$ cat src/rtl/dfx_params.svh
`ifndef DFX_PARAMS_SVH
`define DFX_PARAMS_SVH

////////////////////////////////////////////////////////////////////////////////
// peripheral map
`define DFX_PERIPH_BASE 32'h4000_0000
`define DFX_PERIPH_LAST 32'h4007_ffff
`define DFX_ILL0_BASE 32'h4008_0000
`define DFX_ILL0_LAST 32'h400f_efff
`define DFX_GPIO_STD_BASE 32'h400f_f000
`define DFX_GPIO_STD_LAST 32'h400f_ffff
`define DFX_GPIO_ALT_BASE 32'h4000_f000
`define DFX_ILL1_BASE 32'h4010_0000
`define DFX_ILL1_LAST 32'h43ff_ffff
`define DFX_DECOR_BASE 32'h4400_0000
`define DFX_DECOR_LAST 32'h4fff_ffff
`define DFX_FIELD_BASE 32'h5000_0000
`define DFX_FIELD_LAST 32'h5fff_ffff
`define DFX_SLOT_COUNT 129
`define DFX_SLOT_MSB 11

////////////////////////////////////////////////////////////////////////////////
// decoration fields
`define DFX_REGION_MSB 30
`define DFX_REGION_LSB 29
`define DFX_REGION_PERIPH 2'h2
`define DFX_EXTRACT_BIT 28
`define DFX_BPOS_MSB 27
`define DFX_BPOS_LSB 23
`define DFX_WIDTH_MSB 22
`define DFX_WIDTH_LSB 19
`define DFX_OFFS_MSB 18

////////////////////////////////////////////////////////////////////////////////
// bus encodings
`define DFX_TRANS_IDLE 2'h0
`define DFX_SIZE_BYTE 3'h0
`define DFX_SIZE_HALF 3'h1
`define DFX_MASK_BYTE 32'h0000_00ff
`define DFX_MASK_HALF 32'h0000_ffff
`define DFX_MASK_WORD 32'hffff_ffff

`endif

$ cat src/rtl/dfx_pkg.sv
package dfx_pkg;

    typedef enum logic [2:0] {
        DFX_CLS_OUTSIDE = 3'b000,
        DFX_CLS_NORMAL = 3'b001,
        DFX_CLS_GPIO = 3'b010,
        DFX_CLS_DECOR = 3'b011,
        DFX_CLS_FIELD = 3'b100,
        DFX_CLS_ILLEGAL = 3'b101
    } dfx_class_type;

    typedef enum logic [2:0] {
        DFX_PH_IDLE = 3'b000,
        DFX_PH_PASS = 3'b001,
        DFX_PH_EXT_DATA = 3'b010,
        DFX_PH_EXT_RET = 3'b011,
        DFX_PH_ERR_FIRST = 3'b100,
        DFX_PH_ERR_LAST = 3'b101
    } dfx_phase_type;

    typedef struct packed {
        dfx_phase_type phase;
        logic [4:0] bitPos;
        logic [3:0] widthM1;
        logic [4:0] lane;
        logic [2:0] size;
        logic [31:0] data;
    } dfx_state_type;

    typedef struct packed {
        logic [1:0] rstSync;
    } dfx_rst_type;

endpackage
$ cat src/rtl/dfx_dec_if.sv
`timescale 1ns/1ps

interface dfx_dec_if;
    logic [31:0] addr;
    logic [2:0] size;
    logic [31:0] rdata;
    logic [4:0] bitPosReg;
    logic [3:0] widthReg;
    logic [4:0] laneReg;
    logic [2:0] sizeReg;
    dfx_pkg::dfx_class_type kind;
    logic [31:0] memAddr;
    logic [4:0] bitPos;
    logic [3:0] widthM1;
    logic [4:0] lane;
    logic [31:0] masked;

    modport unit (
        input addr, size, rdata, bitPosReg, widthReg, laneReg, sizeReg,
        output kind, memAddr, bitPos, widthM1, lane, masked
    );
    modport core (
        output addr, size, rdata, bitPosReg, widthReg, laneReg, sizeReg,
        input kind, memAddr, bitPos, widthM1, lane, masked
    );
endinterface

$ cat src/rtl/dfx_bridge.sv
`timescale 1ns/1ps
`include "dfx_params.svh"


module dfx_bridge (
    input wire logic mclk,
    input wire logic rst_b,
    input wire logic [31:0] mHaddr,
    input wire logic [1:0] mHtrans,
    input wire logic mHwrite,
    input wire logic [2:0] mHsize,
    input wire logic [31:0] mHwdata,
    output logic [31:0] mHrdata,
    output logic mHreadyOut,
    output logic mHresp,
    output logic [31:0] sHaddr,
    output logic [1:0] sHtrans,
    output logic sHwrite,
    output logic [2:0] sHsize,
    output logic [31:0] sHwdata,
    output logic sHreadyIn,
    input wire logic [31:0] sHrdata,
    input wire logic sHready,
    input wire logic sHresp
);

    dfx_pkg::dfx_state_type stateReg;
    dfx_pkg::dfx_state_type stateNext;
    dfx_pkg::dfx_rst_type rstReg;
    dfx_pkg::dfx_rst_type rstNext;
    logic rstN;
    logic isExtract;
    logic forward;
    dfx_dec_if dec ();

    dfx_field_unit fieldUnit (
        .dec(dec)
    );

    ////////////////////////////////////////////////////////////////////////////
    // reset release
    always_comb begin
        rstNext.rstSync = {rstReg.rstSync[0], 1'b1};
    end

    always_ff @(posedge mclk or negedge rst_b) begin
        if (!rst_b) begin
            rstReg <= '0;
        end else begin
            rstReg <= rstNext;
        end
    end

    assign rstN = rstReg.rstSync[1];

    ////////////////////////////////////////////////////////////////////////////
    // decode hookup
    always_comb begin
        dec.addr = mHaddr;
        dec.size = mHsize;
        dec.rdata = sHrdata;
        dec.bitPosReg = stateReg.bitPos;
        dec.widthReg = stateReg.widthM1;
        dec.laneReg = stateReg.lane;
        dec.sizeReg = stateReg.size;
    end

    assign isExtract = (dec.kind == dfx_pkg::DFX_CLS_FIELD) && !mHwrite;
    assign forward = (dec.kind != dfx_pkg::DFX_CLS_ILLEGAL);

    ////////////////////////////////////////////////////////////////////////////
    // master side answer
    always_comb begin
        mHreadyOut = 1'b1;
        mHresp = 1'b0;
        mHrdata = sHrdata;
        sHreadyIn = 1'b1;
        unique case (stateReg.phase)
            dfx_pkg::DFX_PH_PASS: begin
                mHreadyOut = sHready;
                mHresp = sHresp;
                sHreadyIn = sHready;
            end
            dfx_pkg::DFX_PH_EXT_DATA: begin
                mHreadyOut = sHresp & sHready;
                mHresp = sHresp;
                sHreadyIn = sHready;
            end
            dfx_pkg::DFX_PH_EXT_RET: begin
                mHrdata = (stateReg.data >> stateReg.bitPos) << stateReg.lane;
            end
            dfx_pkg::DFX_PH_ERR_FIRST: begin
                mHreadyOut = 1'b0;
                mHresp = 1'b1;
                sHreadyIn = 1'b0;
            end
            dfx_pkg::DFX_PH_ERR_LAST: begin
                mHresp = 1'b1;
            end
            default: begin
            end
        endcase
    end

    ////////////////////////////////////////////////////////////////////////////
    // slave side address phase
    always_comb begin
        if (dec.kind == dfx_pkg::DFX_CLS_FIELD && mHwrite) begin
            sHaddr = mHaddr;
        end else begin
            sHaddr = dec.memAddr;
        end
        sHwrite = mHwrite;
        sHsize = mHsize;
        sHwdata = mHwdata;
        if (mHreadyOut && forward) begin
            sHtrans = mHtrans;
        end else begin
            sHtrans = `DFX_TRANS_IDLE;
        end
    end

    ////////////////////////////////////////////////////////////////////////////
    // phase sequencing
    always_comb begin
        stateNext = stateReg;
        unique case (stateReg.phase)
            dfx_pkg::DFX_PH_EXT_DATA: begin
                if (sHready && !sHresp) begin
                    stateNext.data = dec.masked;
                    stateNext.phase = dfx_pkg::DFX_PH_EXT_RET;
                end
            end
            dfx_pkg::DFX_PH_ERR_FIRST: begin
                stateNext.phase = dfx_pkg::DFX_PH_ERR_LAST;
            end
            default: begin
            end
        endcase
        if (mHreadyOut) begin
            if (!mHtrans[1]) begin
                stateNext.phase = dfx_pkg::DFX_PH_IDLE;
            end else if (!forward) begin
                stateNext.phase = dfx_pkg::DFX_PH_ERR_FIRST;
            end else if (isExtract) begin
                stateNext.phase = dfx_pkg::DFX_PH_EXT_DATA;
                stateNext.bitPos = dec.bitPos;
                stateNext.widthM1 = dec.widthM1;
                stateNext.lane = dec.lane;
                stateNext.size = mHsize;
            end else begin
                stateNext.phase = dfx_pkg::DFX_PH_PASS;
            end
        end
    end

    always_ff @(posedge mclk or negedge rstN) begin
        if (!rstN) begin
            stateReg <= '0;
        end else begin
            stateReg <= stateNext;
        end
    end

endmodule

$ cat src/rtl/dfx_field_unit.sv
`timescale 1ns/1ps
`include "dfx_params.svh"

module dfx_field_unit (
    dfx_dec_if.unit dec
);

    ////////////////////////////////////////////////////////////////////////////
    // address classification
    function automatic dfx_pkg::dfx_class_type classify(input logic [31:0] a);
        if (a >= `DFX_PERIPH_BASE && a <= `DFX_PERIPH_LAST) begin
            classify = dfx_pkg::DFX_CLS_NORMAL;
        end else if (a >= `DFX_GPIO_STD_BASE && a <= `DFX_GPIO_STD_LAST) begin
            classify = dfx_pkg::DFX_CLS_GPIO;
        end else if ((a >= `DFX_ILL0_BASE && a <= `DFX_ILL0_LAST) ||
                     (a >= `DFX_ILL1_BASE && a <= `DFX_ILL1_LAST)) begin
            classify = dfx_pkg::DFX_CLS_ILLEGAL;
        end else if (a >= `DFX_DECOR_BASE && a <= `DFX_DECOR_LAST) begin
            classify = dfx_pkg::DFX_CLS_DECOR;
        end else if (a >= `DFX_FIELD_BASE && a <= `DFX_FIELD_LAST &&
                     a[`DFX_REGION_MSB:`DFX_REGION_LSB] == `DFX_REGION_PERIPH &&
                     a[`DFX_EXTRACT_BIT]) begin
            classify = dfx_pkg::DFX_CLS_FIELD;
        end else begin
            classify = dfx_pkg::DFX_CLS_OUTSIDE;
        end
    endfunction

    // container follows the access size
    function automatic logic [31:0] container(input logic [2:0] sz);
        if (sz == `DFX_SIZE_BYTE) begin
            container = `DFX_MASK_BYTE;
        end else if (sz == `DFX_SIZE_HALF) begin
            container = `DFX_MASK_HALF;
        end else begin
            container = `DFX_MASK_WORD;
        end
    endfunction

    logic [31:0] fieldMask;
    logic [4:0] widthCount;

    ////////////////////////////////////////////////////////////////////////////
    // address phase decode
    always_comb begin
        dec.kind = classify(dec.addr);
        dec.bitPos = dec.addr[`DFX_BPOS_MSB:`DFX_BPOS_LSB];
        dec.widthM1 = dec.addr[`DFX_WIDTH_MSB:`DFX_WIDTH_LSB];
        unique case (dec.kind)
            dfx_pkg::DFX_CLS_FIELD: begin
                dec.memAddr = `DFX_PERIPH_BASE | {13'h0, dec.addr[`DFX_OFFS_MSB:0]};
            end
            dfx_pkg::DFX_CLS_GPIO: begin
                dec.memAddr = `DFX_GPIO_ALT_BASE | {20'h0, dec.addr[`DFX_SLOT_MSB:0]};
            end
            default: begin
                dec.memAddr = dec.addr;
            end
        endcase
        if (dec.size == `DFX_SIZE_BYTE) begin
            dec.lane = {dec.addr[1:0], 3'h0};
        end else if (dec.size == `DFX_SIZE_HALF) begin
            dec.lane = {dec.addr[1], 4'h0};
        end else begin
            dec.lane = 5'h00;
        end
    end

    ////////////////////////////////////////////////////////////////////////////
    // data phase mask, clipped at the container edge
    always_comb begin
        widthCount = {1'b0, dec.widthReg} + 5'h01;
        fieldMask = ((32'h0000_0001 << widthCount) - 32'h0000_0001) << dec.bitPosReg;
        dec.masked = (dec.rdata >> dec.laneReg) & fieldMask & container(dec.sizeReg);
    end

endmodule

$ cat config.mk
export PLATFORM = sky130hd
export DESIGN_NAME = dfx_bridge
export DESIGN_NICKNAME = d
export VERILOG_FILES = /design/src/rtl/dfx_pkg.sv /design/src/rtl/dfx_dec_if.sv /design/src/rtl/dfx_bridge.sv /design/src/rtl/dfx_field_unit.sv
export VERILOG_INCLUDE_DIRS = /design/src /design/src/rtl
export SDC_FILE = /design/constraint.sdc
export NUM_CORES = 1
export LEC_CHECK = 0
export BUFFER_PORTS_ARGS = -buffer_cell sky130_fd_sc_hd__clkbuf_2
export CAP_MARGIN = 25
export CORE_ASPECT_RATIO = 0.9
export CORE_MARGIN = 2
export CORE_UTILIZATION = 25
export CTS_CLUSTER_DIAMETER = 100
export DETAILED_ROUTE_END_ITERATION = 12
export PLACE_DENSITY = 0.43
export REMOVE_ABC_BUFFERS = 1
export SYNTH_ARGS = -nofsm -noshare
export SYNTH_HDL_FRONTEND = slang
export SYNTH_HIERARCHICAL = 1
export SYNTH_SLANG_ARGS = --single-unit
$ cat constraint.sdc
create_clock -name mclk -period 8.4 [get_ports mclk]
set_clock_uncertainty 0.05 [all_clocks]
set_input_delay 1.68 -clock mclk [delete_from_list [all_inputs] [get_ports mclk]]
set_output_delay 1.68 -clock mclk [all_outputs]
set_load 0.02 [all_outputs]
# Yosys cells after proc, flatten, opt, wreduce, memory -nomap -nowiden
# Index checks and enable logic that the tools add are counted.
[totals] ff_bits=54 latchBits=0 ramBits=0 mem_bits_ro=0 in_bits=106 memories=0
[classes] n_addsub=2 mul=0 div=0 magnitude_cmp=12 eq_ne=12 shift=5 n_mux=25 bitwise_logic=3 reduce_logical=23
[op_table] cell="$ge A32 B31 Y1 const B" n=6
[op_table] cell="$le A32 B31 Y1 const B" n=6
[op_table] cell="$mux W32" n=4
[op_table] cell="$and A32 B32 Y32" n=2
[op_table] cell="$pmux W32 S2" n=1
[op_table] cell="$shl A32 B5 Y32" n=2
[op_table] cell="$shr A32 B5 Y32" n=2
[op_table] cell="$mux W17" n=3
[op_table] cell="$shl A1 B5 Y32 const A" n=1
[op_table] cell="$sub A32 B1 Y32 const B" n=1
[op_table] cell="$mux W3" n=8
[op_table] cell="$mux W20" n=1
[op_table] cell="$logic_and A1 B1 Y1" n=12
[op_table] cell="$mux W5" n=2
[op_table] cell="$eq A3 B1 Y1 const B" n=3
[op_table] cell="$eq A3 B2 Y1 const B" n=3
[op_table] cell="$eq A3 B3 Y1 const B" n=3
[op_table] cell="$logic_not A3 Y1" n=2
[op_table] cell="$ne A3 B3 Y1 const B" n=2
[op_table] cell="$pmux W3 S2" n=1
[op_table] cell="$add A4 B1 Y5 const B" n=1
[op_table] cell="$mux W2" n=2
[op_table] cell="$pmux W1 S2" n=2
[op_table] cell="$reduce_and A2 Y1" n=2
[op_table] cell="other kinds (8)" n=10

# Longest topological paths before layout
# Gate-level depths: netlist of the first run.
[depth] word_depth=15 mapped_depth=13

# By module
# Netlist of the first run, hierarchy kept.
[modules_own_cells] mod="dfx_bridge" n_inst=1 cells_each=829 area_per_inst_um2=7459.7
[modules_own_cells] mod="dfx_field_unit" n_inst=1 cells_each=556 area_per_inst_um2=4060.1

# Worst setup path after synthesis of the first run
# OpenSTA, ideal clock, no wires.
[synth_path] path_kind="input to output" start="input mHaddr[31]" end="output sHaddr[10]" arrival_time_ns=4.049 t_required_ns=6.670 path_slack_ns=2.621 stages=8 path_buffers=1 cell_sequence="nor3b_1 nand2b_1 or4_1 nor2b_1 nand2b_1 nor2_1 clkbuf_1 mux2_2"
[synth_lines] element="start: declaration" line="dfx_bridge.sv:8" source="input wire logic [31:0] mHaddr,"
[synth_lines] element="$ge A32 B31 Y1 (no source line) or $le A32 B31 Y1 (tied branches)"
[synth_lines] element="$logic_and A1 B1 Y1 (no source line)"
[synth_lines] element="$mux W3 or $logic_or A1 B1 Y1 (tied branches)" line="dfx_field_unit.sv:18, dfx_field_unit.sv:15"
[synth_lines] element="$mux W3" line="dfx_field_unit.sv:15" source="end else if ((a >= `DFX_ILL0_BASE && a <= `DFX_ILL0_LAST) ||"
[synth_lines] element="$mux W3" line="dfx_field_unit.sv:13" source="end else if (a >= `DFX_GPIO_STD_BASE && a <= `DFX_GPIO_STD_LAST) begin"
[synth_lines] element="$mux W3 *" line="dfx_field_unit.sv:11" source="if (a >= `DFX_PERIPH_BASE && a <= `DFX_PERIPH_LAST) begin"
[synth_lines] element="net dec.kind[0]" line="dfx_dec_if.sv:11" source="dfx_pkg::dfx_class_type kind;"
[synth_lines] element="$eq A3 B3 Y1 *" line="dfx_bridge.sv:108" source="if (dec.kind == dfx_pkg::DFX_CLS_FIELD && mHwrite) begin"
[synth_lines] element="$logic_and A1 B1 Y1 *" line="dfx_bridge.sv:108"
[synth_lines] element="$mux W32 *" line="dfx_bridge.sv:108"
[synth_lines] element="end: declaration" line="dfx_bridge.sv:16" source="output logic [31:0] sHaddr,"
# Mark *: on every way through the listed nets, which the timed path passes. The rest lies on a longest branch.

# Worst setup path in the final report of the first run
[layout_path] start="register stateReg, in the netlist dec.bitPosReg[1]" end="output mHrdata[31]"
[layout_via] elab_chain_cells=3
[layout_lines] element="start: declaration" line="dfx_bridge.sv:27" source="dfx_pkg::dfx_state_type stateReg;"
[layout_lines] element="start signal: assignment" line="dfx_bridge.sv:161" source="stateReg <= stateNext;"
[layout_lines] element="$shr A32 B5 Y32" line="dfx_bridge.sv:90" source="mHrdata = (stateReg.data >> stateReg.bitPos) << stateReg.lane;"
[layout_lines] element="$shl A32 B5 Y32" line="dfx_bridge.sv:90"
[layout_lines] element="$mux W32" line="dfx_bridge.sv:78" source="unique case (stateReg.phase)"
[layout_lines] element="end: declaration" line="dfx_bridge.sv:13" source="output logic [31:0] mHrdata,"
# Every way passes these cells.

==> reports/qor.yml, run 1 <==
cts:
  ctsHtreeMaxLevel: 2
  root_buffer: "clkbuf_16"
  cts_made_buffers: 5
  post_cts_buffers: 0
  ctsHoldBuffers: 0
  clock_sinks: 54
  clockBufferDepth: 2
  clock_latency_ps: 310
  tritoncts: "built"
  post_cts_resized: 0
  clkTransAtPathRegs_ps: 80
yosys:
  yosys.cell_types.count: 96
  synth_seq_cells: 54
  yosysWarnings: 6
  synth.avg_cell_area_um2: 8.318
  syn_inst: 1385
  synthFlopType: "dfrtp_1"
  synth-edff-count: 0
  yosysSeqAreaShare_pct: 11.73
  synthArstFlopShare_pct: 100.0
  synth_area_um2: 11520
die:
  die_w_um: 230.3
  io_pins: 211
  start_util_pct: 25.34
  placementRows: 74
  coreArea_um2: 45460
  die_h_um: 207.6
  die_area_um2: 47810
placed_design:
  dp.cells: 1962
  place.gp.congestion: 0.9227
  dp_slack_ps: 2027
  dpl.hpwl_um: 36780
  portBuffers: 146
sta:
  max_freq_mhz: 155.5
  drv_slew: 0
  finalSetupViolations: 0
  grt_setup_unrepaired: "no"
  tightest_slew_ps: 983.9
  final_hold_viol_count: 0
  setup_tns_ps: 0
  fin_hold_ws_ps: 312.1
  slew_headroom_pct: 33.58
  setup_ws_ps: 1968
  min_period_over_period_pct: 76.57
  fin_crit_ps: 6432
setup_path:
  crit_arrival_ps: 4700
  crit_chain: "buf_4, nor2b_1, nand3_1, a31oi_1, nor4_1, o31ai_1, a2bb2o_1, a211oi_1, o221a_1, clkbuf_2"
  cp_num_buf_inv: 2
  max_stage_delay_ps: 790
  crit_required_ps: 6670
  crit_path_max_fanout: 76
  cp-start-kind: "flip-flop"
  crit_type: "flip-flop to output port"
  cp-end-kind: "output port"
  cpMaxStageDelayCell: "o31ai_1"
  cp_top_family: "compound AO/OA/AOI/OAI gates"
finish:
  fin_nets: 1469
  layout-drive-gt1-share_pct: 29.79
  syn2layout_area_growth_pct: 6.452
  num-fill-cells: 4935
  layout.cells.non_filler: 1971
  diodes: 0
pwr:
  finalPower_mw: 2.778
  p_leak_nw: 4.548
  power.density_nw_per_um2: 226.6
  vdd_ir_drop_max_mv: 0.1123
global_route:
  grt_pass1_wl_um: 73380
  track_usage_pct: 19.53
  grt-ovfl-total: 0
  grt_pass1_vias: 11340
  antenna_found_initial: 0
  grt_max_degree: 77
job:
  drv_cap: 0
routing:
  first_pass_iters: 6
  drc: 0
  vias: 11910
  first_iter_violations: 1341
  wl_per_cell_um: 24.40
  postRouteAntennaNets: 0
  via_per_inst: 6.040
  finalWirelength_um: 48100
worst_hold_path:
  min_path_type: "flip-flop to flip-flop"
run_status:
  status: "completed"
==> synthesized netlist by cell type, drive strengths merged, types with 10 or more instances <==
master | number | area [um^2]
mux2 | 130 | 1471
buf | 114 | 764.5
nor2 | 106 | 407.9
nand2 | 93 | 349.1
mux2i | 88 | 880.8
clkbuf | 84 | 315.3
mux4 | 71 | 1599
o21ai | 67 | 346.6
nor3 | 59 | 295.3
dfrtp | 54 | 1351
a21oi | 53 | 265.3
a211oi | 24 | 180.2
a22oi | 23 | 182.7
and2 | 22 | 137.6
o22ai | 22 | 143.9
nand2b | 20 | 125.1
nand3 | 20 | 100.1
o211ai | 19 | 142.6
o31ai | 19 | 142.6
inv | 18 | 67.56
nor2b | 16 | 100.1
a22o | 15 | 131.4
a31oi | 13 | 81.33
nor4 | 13 | 87.58
o221ai | 12 | 105.1
nand4 | 11 | 68.82
a221o | 10 | 100.1
o311ai | 10 | 87.59
==> cell families after synthesis <==
logic type | Yosys count | share of synthesized area, %
AOI/OAI and AO/OA | 397 | 25.15
xor gates and xnor gates | 1 | 0.07604
adders and majority gates | 1 | 0.1086
buffers and inverters | 221 | 10.12
DFF | 54 | 11.73
muxes | 289 | 34.30
other | 3 | 0.09774
and+or+nand+nor | 419 | 18.41
==> registers in the layout, summed over array words and instances (netlist names) <==
name	cells
stateReg	35
dec.bitPosReg	5
dec.laneReg	5
dec.widthReg	4
dec.sizeReg	3
rstReg	2
==> stage by stage <==
step / cell area [um^2] / util, %
6_report: 12260 / 26.97
5_1_grt: 12260 / 26.97
4_1_cts: 12260 / 26.96
3_5_place_dp: 12100 / 26.62
3_3_place_gp: 12100 / 26.62
2_1_floorplan: 10450 / -
==> layout make-up <==
type | instances | area, um^2 | share of cell area [%]
Multi-Input combinational cell | 1112 | 9012 | 73.49
Inverter | 23 | 86.33 | 0.7040
Timing Repair Buffer | 166 | 880.8 | 7.183
Clock buffer | 5 | 125.1 | 1.020
Sequential cell | 54 | 1369 | 11.16
Tap cell | 608 | 760.7 | 6.203
Clock inverter | 3 | 28.78 | 0.2347
==> layer usage <==
metal / part of all wire (%) / up-vias / global-route usage, % / wire [um]
met3: 7.7 / 61 / 2.651 / 3724
met4: 1.8 / 0 / 3.560 / 867
met1: 45 / 5917 / 28.83 / 21870
met2: 45 / 607 / 30.31 / 21630
met5: 0 / - / 0.3024 / 0
li1: - / 5320 / - / -
==> worst reg2reg max path: cells and delay by family (launching register included) <==
kind | cells | cell delay (ps)
flip-flops | 1 | 650
AO/OA/AOI/OAI | 4 | 1110
multiplexers | 1 | 260
AND/OR/NAND/NOR | 3 | 1810
adder cells (fa/ha/maj) | 1 | 510
==> final timing paths <==
check,startpoint,to,slack (ps),depth (start not counted)
worst max-delay path,dec.bitPosReg[1]$_DFFE_PN0P_,mHrdata[31],1970,10
worst min-delay path,rstReg[0]$_DFF_PN0_,rstReg[1]$_DFF_PN0_,310,0
worst max register to register,dec.widthReg[1]$_DFFE_PN0P_,stateReg[15]$_DFFE_PN0P_,3950,9
worst min register to register,rstReg[0]$_DFF_PN0_,rstReg[1]$_DFF_PN0_,310,0
max in group asynchronous,rst_b,rstReg[1]$_DFF_PN0_,7110,1
min in group asynchronous,rstReg[1]$_DFF_PN0_,dec.widthReg[2]$_DFFE_PN0P_,320,1
==> where the power goes <==
group	total (mW)	switching (mW)	leakage [nW]	internal (mW)
logic	2.10	1.32	3.76	0.778
clock network	0.226	0.111	0.0759	0.114
registers	0.456	0.155	0.713	0.301
total	2.78	1.59	4.55	1.19
==> placed cells by master (no fill, tap or decap), types with 24 or more instances in the layout <==
cell	count
a21oi_1	53
nor2_1	103
mux2_2	122
mux4_2	71
o21ai_0	57
mux2i_1	88
clkbuf_2	146
a211oi_1	24
nand2_1	93
dfrtp_1	44
nor3_1	59
Note: power is estimated with default switching activity, not from simulation.
==> inputs of run 2 (changes only) <==
Clock period 8.4 ns to 5.99 ns, I/O delays scaled along.
==> reports/qor.yml, run 2 (synthesis gave the netlist of run 1 again) <==
routing:
  first_pass_iters: 5  # -1
  first_iter_violations: 1335  # -0.45%
  vias: 11950  # +0.39%
  via_per_inst: 6.021  # -0.32%
  drc: 0  # unchanged
  finalWirelength_um: 48650  # +1.2%
  postRouteAntennaNets: 0  # unchanged
  wl_per_cell_um: 24.51  # +0.44%
finish:
  fin_area_um2: 12390  # +1.0%
  final_cell_mix: "146 x clkbuf_2, 122 x mux2_2, 103 x nor2_1"
  largest_reg_flops: 35  # unchanged
  layout-drive-gt1-share_pct: 30.50  # +0.71 points
  layout.cells.non_filler: 1985  # +0.71%
  fin_nets: 1483  # +0.95%
  regMostFlops: "stateReg"
  final_common_cell: "clkbuf_2"
  diodes: 0  # unchanged
  syn2layout_area_growth_pct: 7.559
pwr:
  p_leak_nw: 4.622  # +1.6%
  power.density_nw_per_um2: 318.7  # +41%
  finalPower_mw: 3.948  # +42%
  vdd_ir_drop_max_mv: 0.1266  # +13%
die:
  start_util_pct: 25.34  # unchanged
  placementRows: 74  # unchanged
  die_area_um2: 47810  # unchanged
  coreArea_um2: 45460  # unchanged
  die_w_um: 230.3  # unchanged
  io_pins: 211  # unchanged
  die_h_um: 207.6  # unchanged
setup_path:
  crit_type: "flip-flop to output port"
  max_stage_delay_ps: 730  # -60 ps
  cpMaxStageDelayCell: "o32ai_1"
  crit_arrival_ps: 4330  # -370 ps
  crit_chain: "inv_1, mux4_2, a22oi_1, a31oi_1, o32ai_1, mux2i_1, a2bb2oi_1, a21oi_1, clkbuf_2"
  crit_path_max_fanout: 20  # -74%
  cp-end-kind: "output port"
  crit_required_ps: 4740  # -1930 ps
  cp-start-kind: "flip-flop"
cts:
  clockBufferDepth: 2  # unchanged
  ctsHoldBuffers: 0  # unchanged
  clock_latency_ps: 310  # about the same
  clock_sinks: 54  # unchanged
  cts_made_buffers: 5  # unchanged
  ctsHtreeMaxLevel: 2  # unchanged
  clkTransAtPathRegs_ps: 90  # about the same
  root_buffer: "clkbuf_16"
  tritoncts: "built"
sta:
  min_period_over_period_pct: 93.09
  grt_setup_unrepaired: "no"
  tightest_slew_ps: 877.9  # -106.0 ps
  drv_slew: 0  # unchanged
  slew_headroom_pct: 41.26  # +7.7 points
  finalSetupViolations: 0  # unchanged
  fin_crit_ps: 5576
  final_hold_viol_count: 0  # unchanged
  fin_hold_ws_ps: 310.5  # -1.593 ps
  max_freq_mhz: 179.3
  setup_ws_ps: 413.8  # -1555 ps
worst_hold_path:
  min_path_type: "flip-flop to flip-flop"
placed_design:
  dp_slack_ps: 612.8  # -1415 ps
  dpl_cell_area_um2: 12210  # +0.91%
  dpl.hpwl_um: 37500  # +1.9%
  dp.cells: 1975  # +0.66%
  place.gp.congestion: 0.9364  # +1.5%
  portBuffers: 146  # unchanged
global_route:
  track_usage_pct: 19.42  # -0.11 points
  grt_max_degree: 55  # -29%
  grt_pass1_wl_um: 72950  # -0.58%
  grt_pass1_vias: 11320  # -0.20%
  antenna_found_initial: 1  # +1
  grt-ovfl-total: 0  # unchanged
run_status:
  status: "completed"
job:
  drv_cap: 0  # unchanged
run 2: changes by cell type in the layout (fill, tap and decap cells not counted), sizes merged:
cell    previous run  this run
buf               20        34
clkinv             7         5
inv               19        21
run 2: final timing paths:
| check | cells past startpoint | from | end | slack, ps |
|---|---|---|---|---|
| setup reg to reg | 9 | dec.widthReg[1]$_DFFE_PN0P_ | stateReg[25]$_DFFE_PN0P_ | 1400 |
| hold / removal | 0 | rstReg[0]$_DFF_PN0_ | rstReg[1]$_DFF_PN0_ | 310 |
| max in group asynchronous | 1 | rstReg[1]$_DFF_PN0_ | dec.bitPosReg[0]$_DFFE_PN0P_ | 5040 |
| min in group asynchronous | 1 | rstReg[1]$_DFF_PN0_ | dec.widthReg[0]$_DFFE_PN0P_ | 320 |
| setup / recovery | 9 | dec.bitPosReg[1]$_DFFE_PN0P_ | mHrdata[10] | 410 |
| hold reg to reg | 0 | rstReg[0]$_DFF_PN0_ | rstReg[1]$_DFF_PN0_ | 310 |
run 2: area by class of cell:
class | count | area, um^2
Tap cell | 608 | 760.7
Inverter | 23 | 86.33
Sequential cell | 54 | 1369
Timing Repair Buffer | 180 | 1011
Clock buffer | 5 | 125.1
Fill cell | 4903 | 33070
Multi-Input combinational cell | 1112 | 9012
Clock inverter | 3 | 26.28
run 2: what timing repair did:
action,in CTS,in global routing
hold endpoints to repair,0,0
setup buffers,0,1
setup endpoints to repair,0,1
resized for setup,0,0
run 2: per-layer routing:
metal | track usage, % | vias to the layer above | wire, um
met1 | 28.85 | 5939 | 22060
li1 | - | 5331 | -
met5 | 0.3024 | - | 0
met4 | 4.093 | 0 | 939
met3 | 3.558 | 61 | 4518
met2 | 28.94 | 620 | 21130
run 2: where the power goes:
part	leakage, nW	internal [mW]	switching [mW]
Combinational	3.83	1.12	1.85
Sequential	0.713	0.422	0.243
Clock	0.0752	0.160	0.155
run 2: critical path: cells and delay by family, from the launching register on:
family	cells	cell delay (ps)
buf+inv	2	840
mux	2	820
flops	1	590
compound gates	5	1760
run 2: metrics by stage:
stage,TNS (ps),utilization (%)
after floorplan,-13570,-
after global placement,0,26.86
after detailed placement,0,26.86
after CTS,0,27.19
after global routing,0,27.26
final,0,27.26
==> inputs of run 3 (changes only) <==
Settings changed: BUFFER_PORTS_ARGS -buffer_cell sky130_fd_sc_hd__clkbuf_2 to not set, DONT_BUFFER_PORTS set to 1, PLACE_DENSITY 0.43 to 0.39.
==> reports/qor.yml, run 3 (synthesis gave the netlist of run 1 again) <==
setup_path:
  crit_arrival_ps: 4590  # +260 ps
  cp-start-kind: "flip-flop"
  cp-end-kind: "output port"
  r2r-start: "dec.widthReg[1]$_DFFE_PN0P_"
  crit_chain: "buf_4, nand2b_1, buf_4, a2111oi_0, nor4_1, o31ai_1, a2bb2o_1, a211oi_1, o221a_1"
  crit_path_max_fanout: 20  # unchanged
  rr_endpoint: "stateReg[25]$_DFFE_PN0P_"
  max_stage_delay_ps: 840  # +110 ps
  ff2ff_setup_slack_ps: 1600  # +200 ps
  startpoint: "dec.bitPosReg[3]$_DFFE_PN0P_"
  cpMaxStageDelayCell: "a2111oi_0"
  reg2reg_depth: 10  # +1
  crit_top_cell: "buf_4"
  crit_type: "flip-flop to output port"
  crit_required_ps: 4740  # about the same
die:
  start_util_pct: 25.34  # unchanged
  die_area_um2: 47810  # unchanged
  die_h_um: 207.6  # unchanged
  io_pins: 211  # unchanged
  die_w_um: 230.3  # unchanged
  placementRows: 74  # unchanged
  coreArea_um2: 45460  # unchanged
finish:
  final_common_cell: "mux2_2"
  final_cell_mix: "122 x mux2_2, 103 x nor2_1, 93 x nand2_1"
  layout-drive-gt1-share_pct: 22.26  # -8.2 points
  largest_reg_flops: 35  # unchanged
  syn2layout_area_growth_pct: 1.129
  fin_nets: 1337  # -9.8%
  post-route-util_pct: 25.63  # -1.6 points
  regMostFlops: "stateReg"
  num-fill-cells: 4934  # +0.63%
cts:
  clkTransAtPathRegs_ps: 70  # -20 ps
  post_cts_buffers: 0  # unchanged
  clock_sinks: 54  # unchanged
  ctsHoldBuffers: 0  # unchanged
  ctsHtreeMaxLevel: 2  # unchanged
  clockBufferDepth: 2  # unchanged
  tritoncts: "built"
  clock_latency_ps: 310  # about the same
  cts_made_buffers: 5  # unchanged
  post_cts_resized: 0  # unchanged
  root_buffer: "clkbuf_16"
sta:
  max_freq_mhz: 171.2  # -4.5%
  finalSetupViolations: 0  # unchanged
  tightest_slew_ps: 1029  # +150.7 ps
  setup_tns_ps: 0  # unchanged
  fin_crit_ps: 5840  # +264.2 ps
  final_hold_viol_count: 0  # unchanged
  drv_slew: 0  # unchanged
  slew_headroom_pct: 30.56  # -11 points
  grt_setup_unrepaired: "no"
  min_period_over_period_pct: 97.50  # +4.4 points
  setup_ws_ps: 149.6  # -264.2 ps
global_route:
  track_usage_pct: 19.78  # +0.36 points
  antenna_found_initial: 0  # -1
  grt_pass1_wl_um: 73950  # +1.4%
  grt-ovfl-total: 0  # unchanged
  grt_pass1_vias: 10870  # -3.9%
  grt_max_degree: 63  # +15%
routing:
  first_pass_iters: 6  # +1
  first_iter_violations: 1479  # +11%
  postRouteAntennaNets: 0  # unchanged
  finalWirelength_um: 49280  # +1.3%
  via_per_inst: 6.230  # +3.5%
  wl_per_cell_um: 26.78  # +9.3%
  drc: 0  # unchanged
  vias: 11460  # -4.1%
pwr:
  p_leak_nw: 4.011  # -13%
  swShare_pct: 57.40  # +0.57 points
  share_comb_of_total_power_pct: 75.2  # about the same
  p_int_mw: 1.647  # -3.4%
  power.density_nw_per_um2: 331.9  # +4.2%
  vdd_ir_drop_max_mv: 0.1449  # +14%
  p_sw_mw: 2.219  # -1.1%
  seqPwrFrac_pct: 16.7  # about the same
  pwr-share-clk_pct: 8.1  # about the same
job:
  drv_cap: 0  # unchanged
placed_design:
  dp_slack_ps: 671.8  # +59.04 ps
  portBuffers: 0  # -100%
  place.gp.congestion: 0.9240  # -1.3%
  dpl.hpwl_um: 37750  # +0.67%
worst_hold_path:
  min_to: "rstReg[1]$_DFF_PN0_"
  min_path_type: "flip-flop to flip-flop"
  whs_path_depth: 0  # unchanged
  min_from: "rstReg[0]$_DFF_PN0_"
run_status:
  status: "completed"
[run 3: cell count changes in the layout (fill, tap and decap cells not counted), sizes merged]
cell / before / now
clkbuf: 151 / 5
clkinv: 5 / 6
diode: 0 / 1
inv: 21 / 20
[run 3: routing by layer]
metal	GRT usage, %	part of all wire (%)
met3	3.764	7.5
met1	28.91	46
met4	3.226	1.6
met5	0.3024	0
met2	30.39	45
[run 3: power groups by stage]
stage / Sequential, mW / Clock (mW) / Combinational (mW)
final: 0.647 / 0.311 / 2.91
after global routing: 0.663 / 0.334 / 3.10
after CTS: 0.641 / 0.324 / 2.86
after detailed placement: 0.649 / 0 / 2.85
after global placement: 0.648 / 0 / 2.89
after floorplan: 0.737 / 0 / 1.87
[run 3: worst max-delay path: cells and delay by family, from the launching register on]
kind,cells,cell delay [ps]
AO/OA/AOI/OAI,5,2710
flip-flops,1,720
buffers and inverters,2,510
AND/OR/NAND/NOR,2,290
[run 3: stage by stage]
step / area, um^2 / std cells / power (mW) / hold slack [ps]
2_1_floorplan: 10450 / 1189 / 2.604 / 281.2
3_3_place_gp: 11500 / 1831 / 3.539 / 293.4
3_5_place_dp: 11500 / 1831 / 3.498 / 286.4
4_1_cts: 11650 / 1839 / 3.827 / 317.3
5_1_grt: 11650 / 1839 / 4.094 / 323.6
6_report: 11650 / 1840 / 3.867 / 314.8
[run 3: layout make-up]
cell class                      count  area (um^2)  area share, %
Clock buffer                        5        125.1          1.074
Timing Repair Buffer               34        267.8          2.298
Inverter                           23        86.33         0.7411
Clock inverter                      3        26.28         0.2255
Multi-Input combinational cell   1112         9012          77.36
Tap cell                          608        760.7          6.530
Antenna cell                        1        2.502        0.02148
Sequential cell                    54         1369          11.75
[run 3: how the worst max path moves through the flow]
stage          depth (start not counted)          end  slack [ps]
2_1_floorplan                          7  mHrdata[16]        -860
3_3_place_gp                           9  mHrdata[31]         620
3_5_place_dp                           9  mHrdata[31]         670
4_1_cts                                9  mHrdata[31]         310
5_1_grt                                9  mHrdata[31]          40
6_report                               9  mHrdata[31]         150
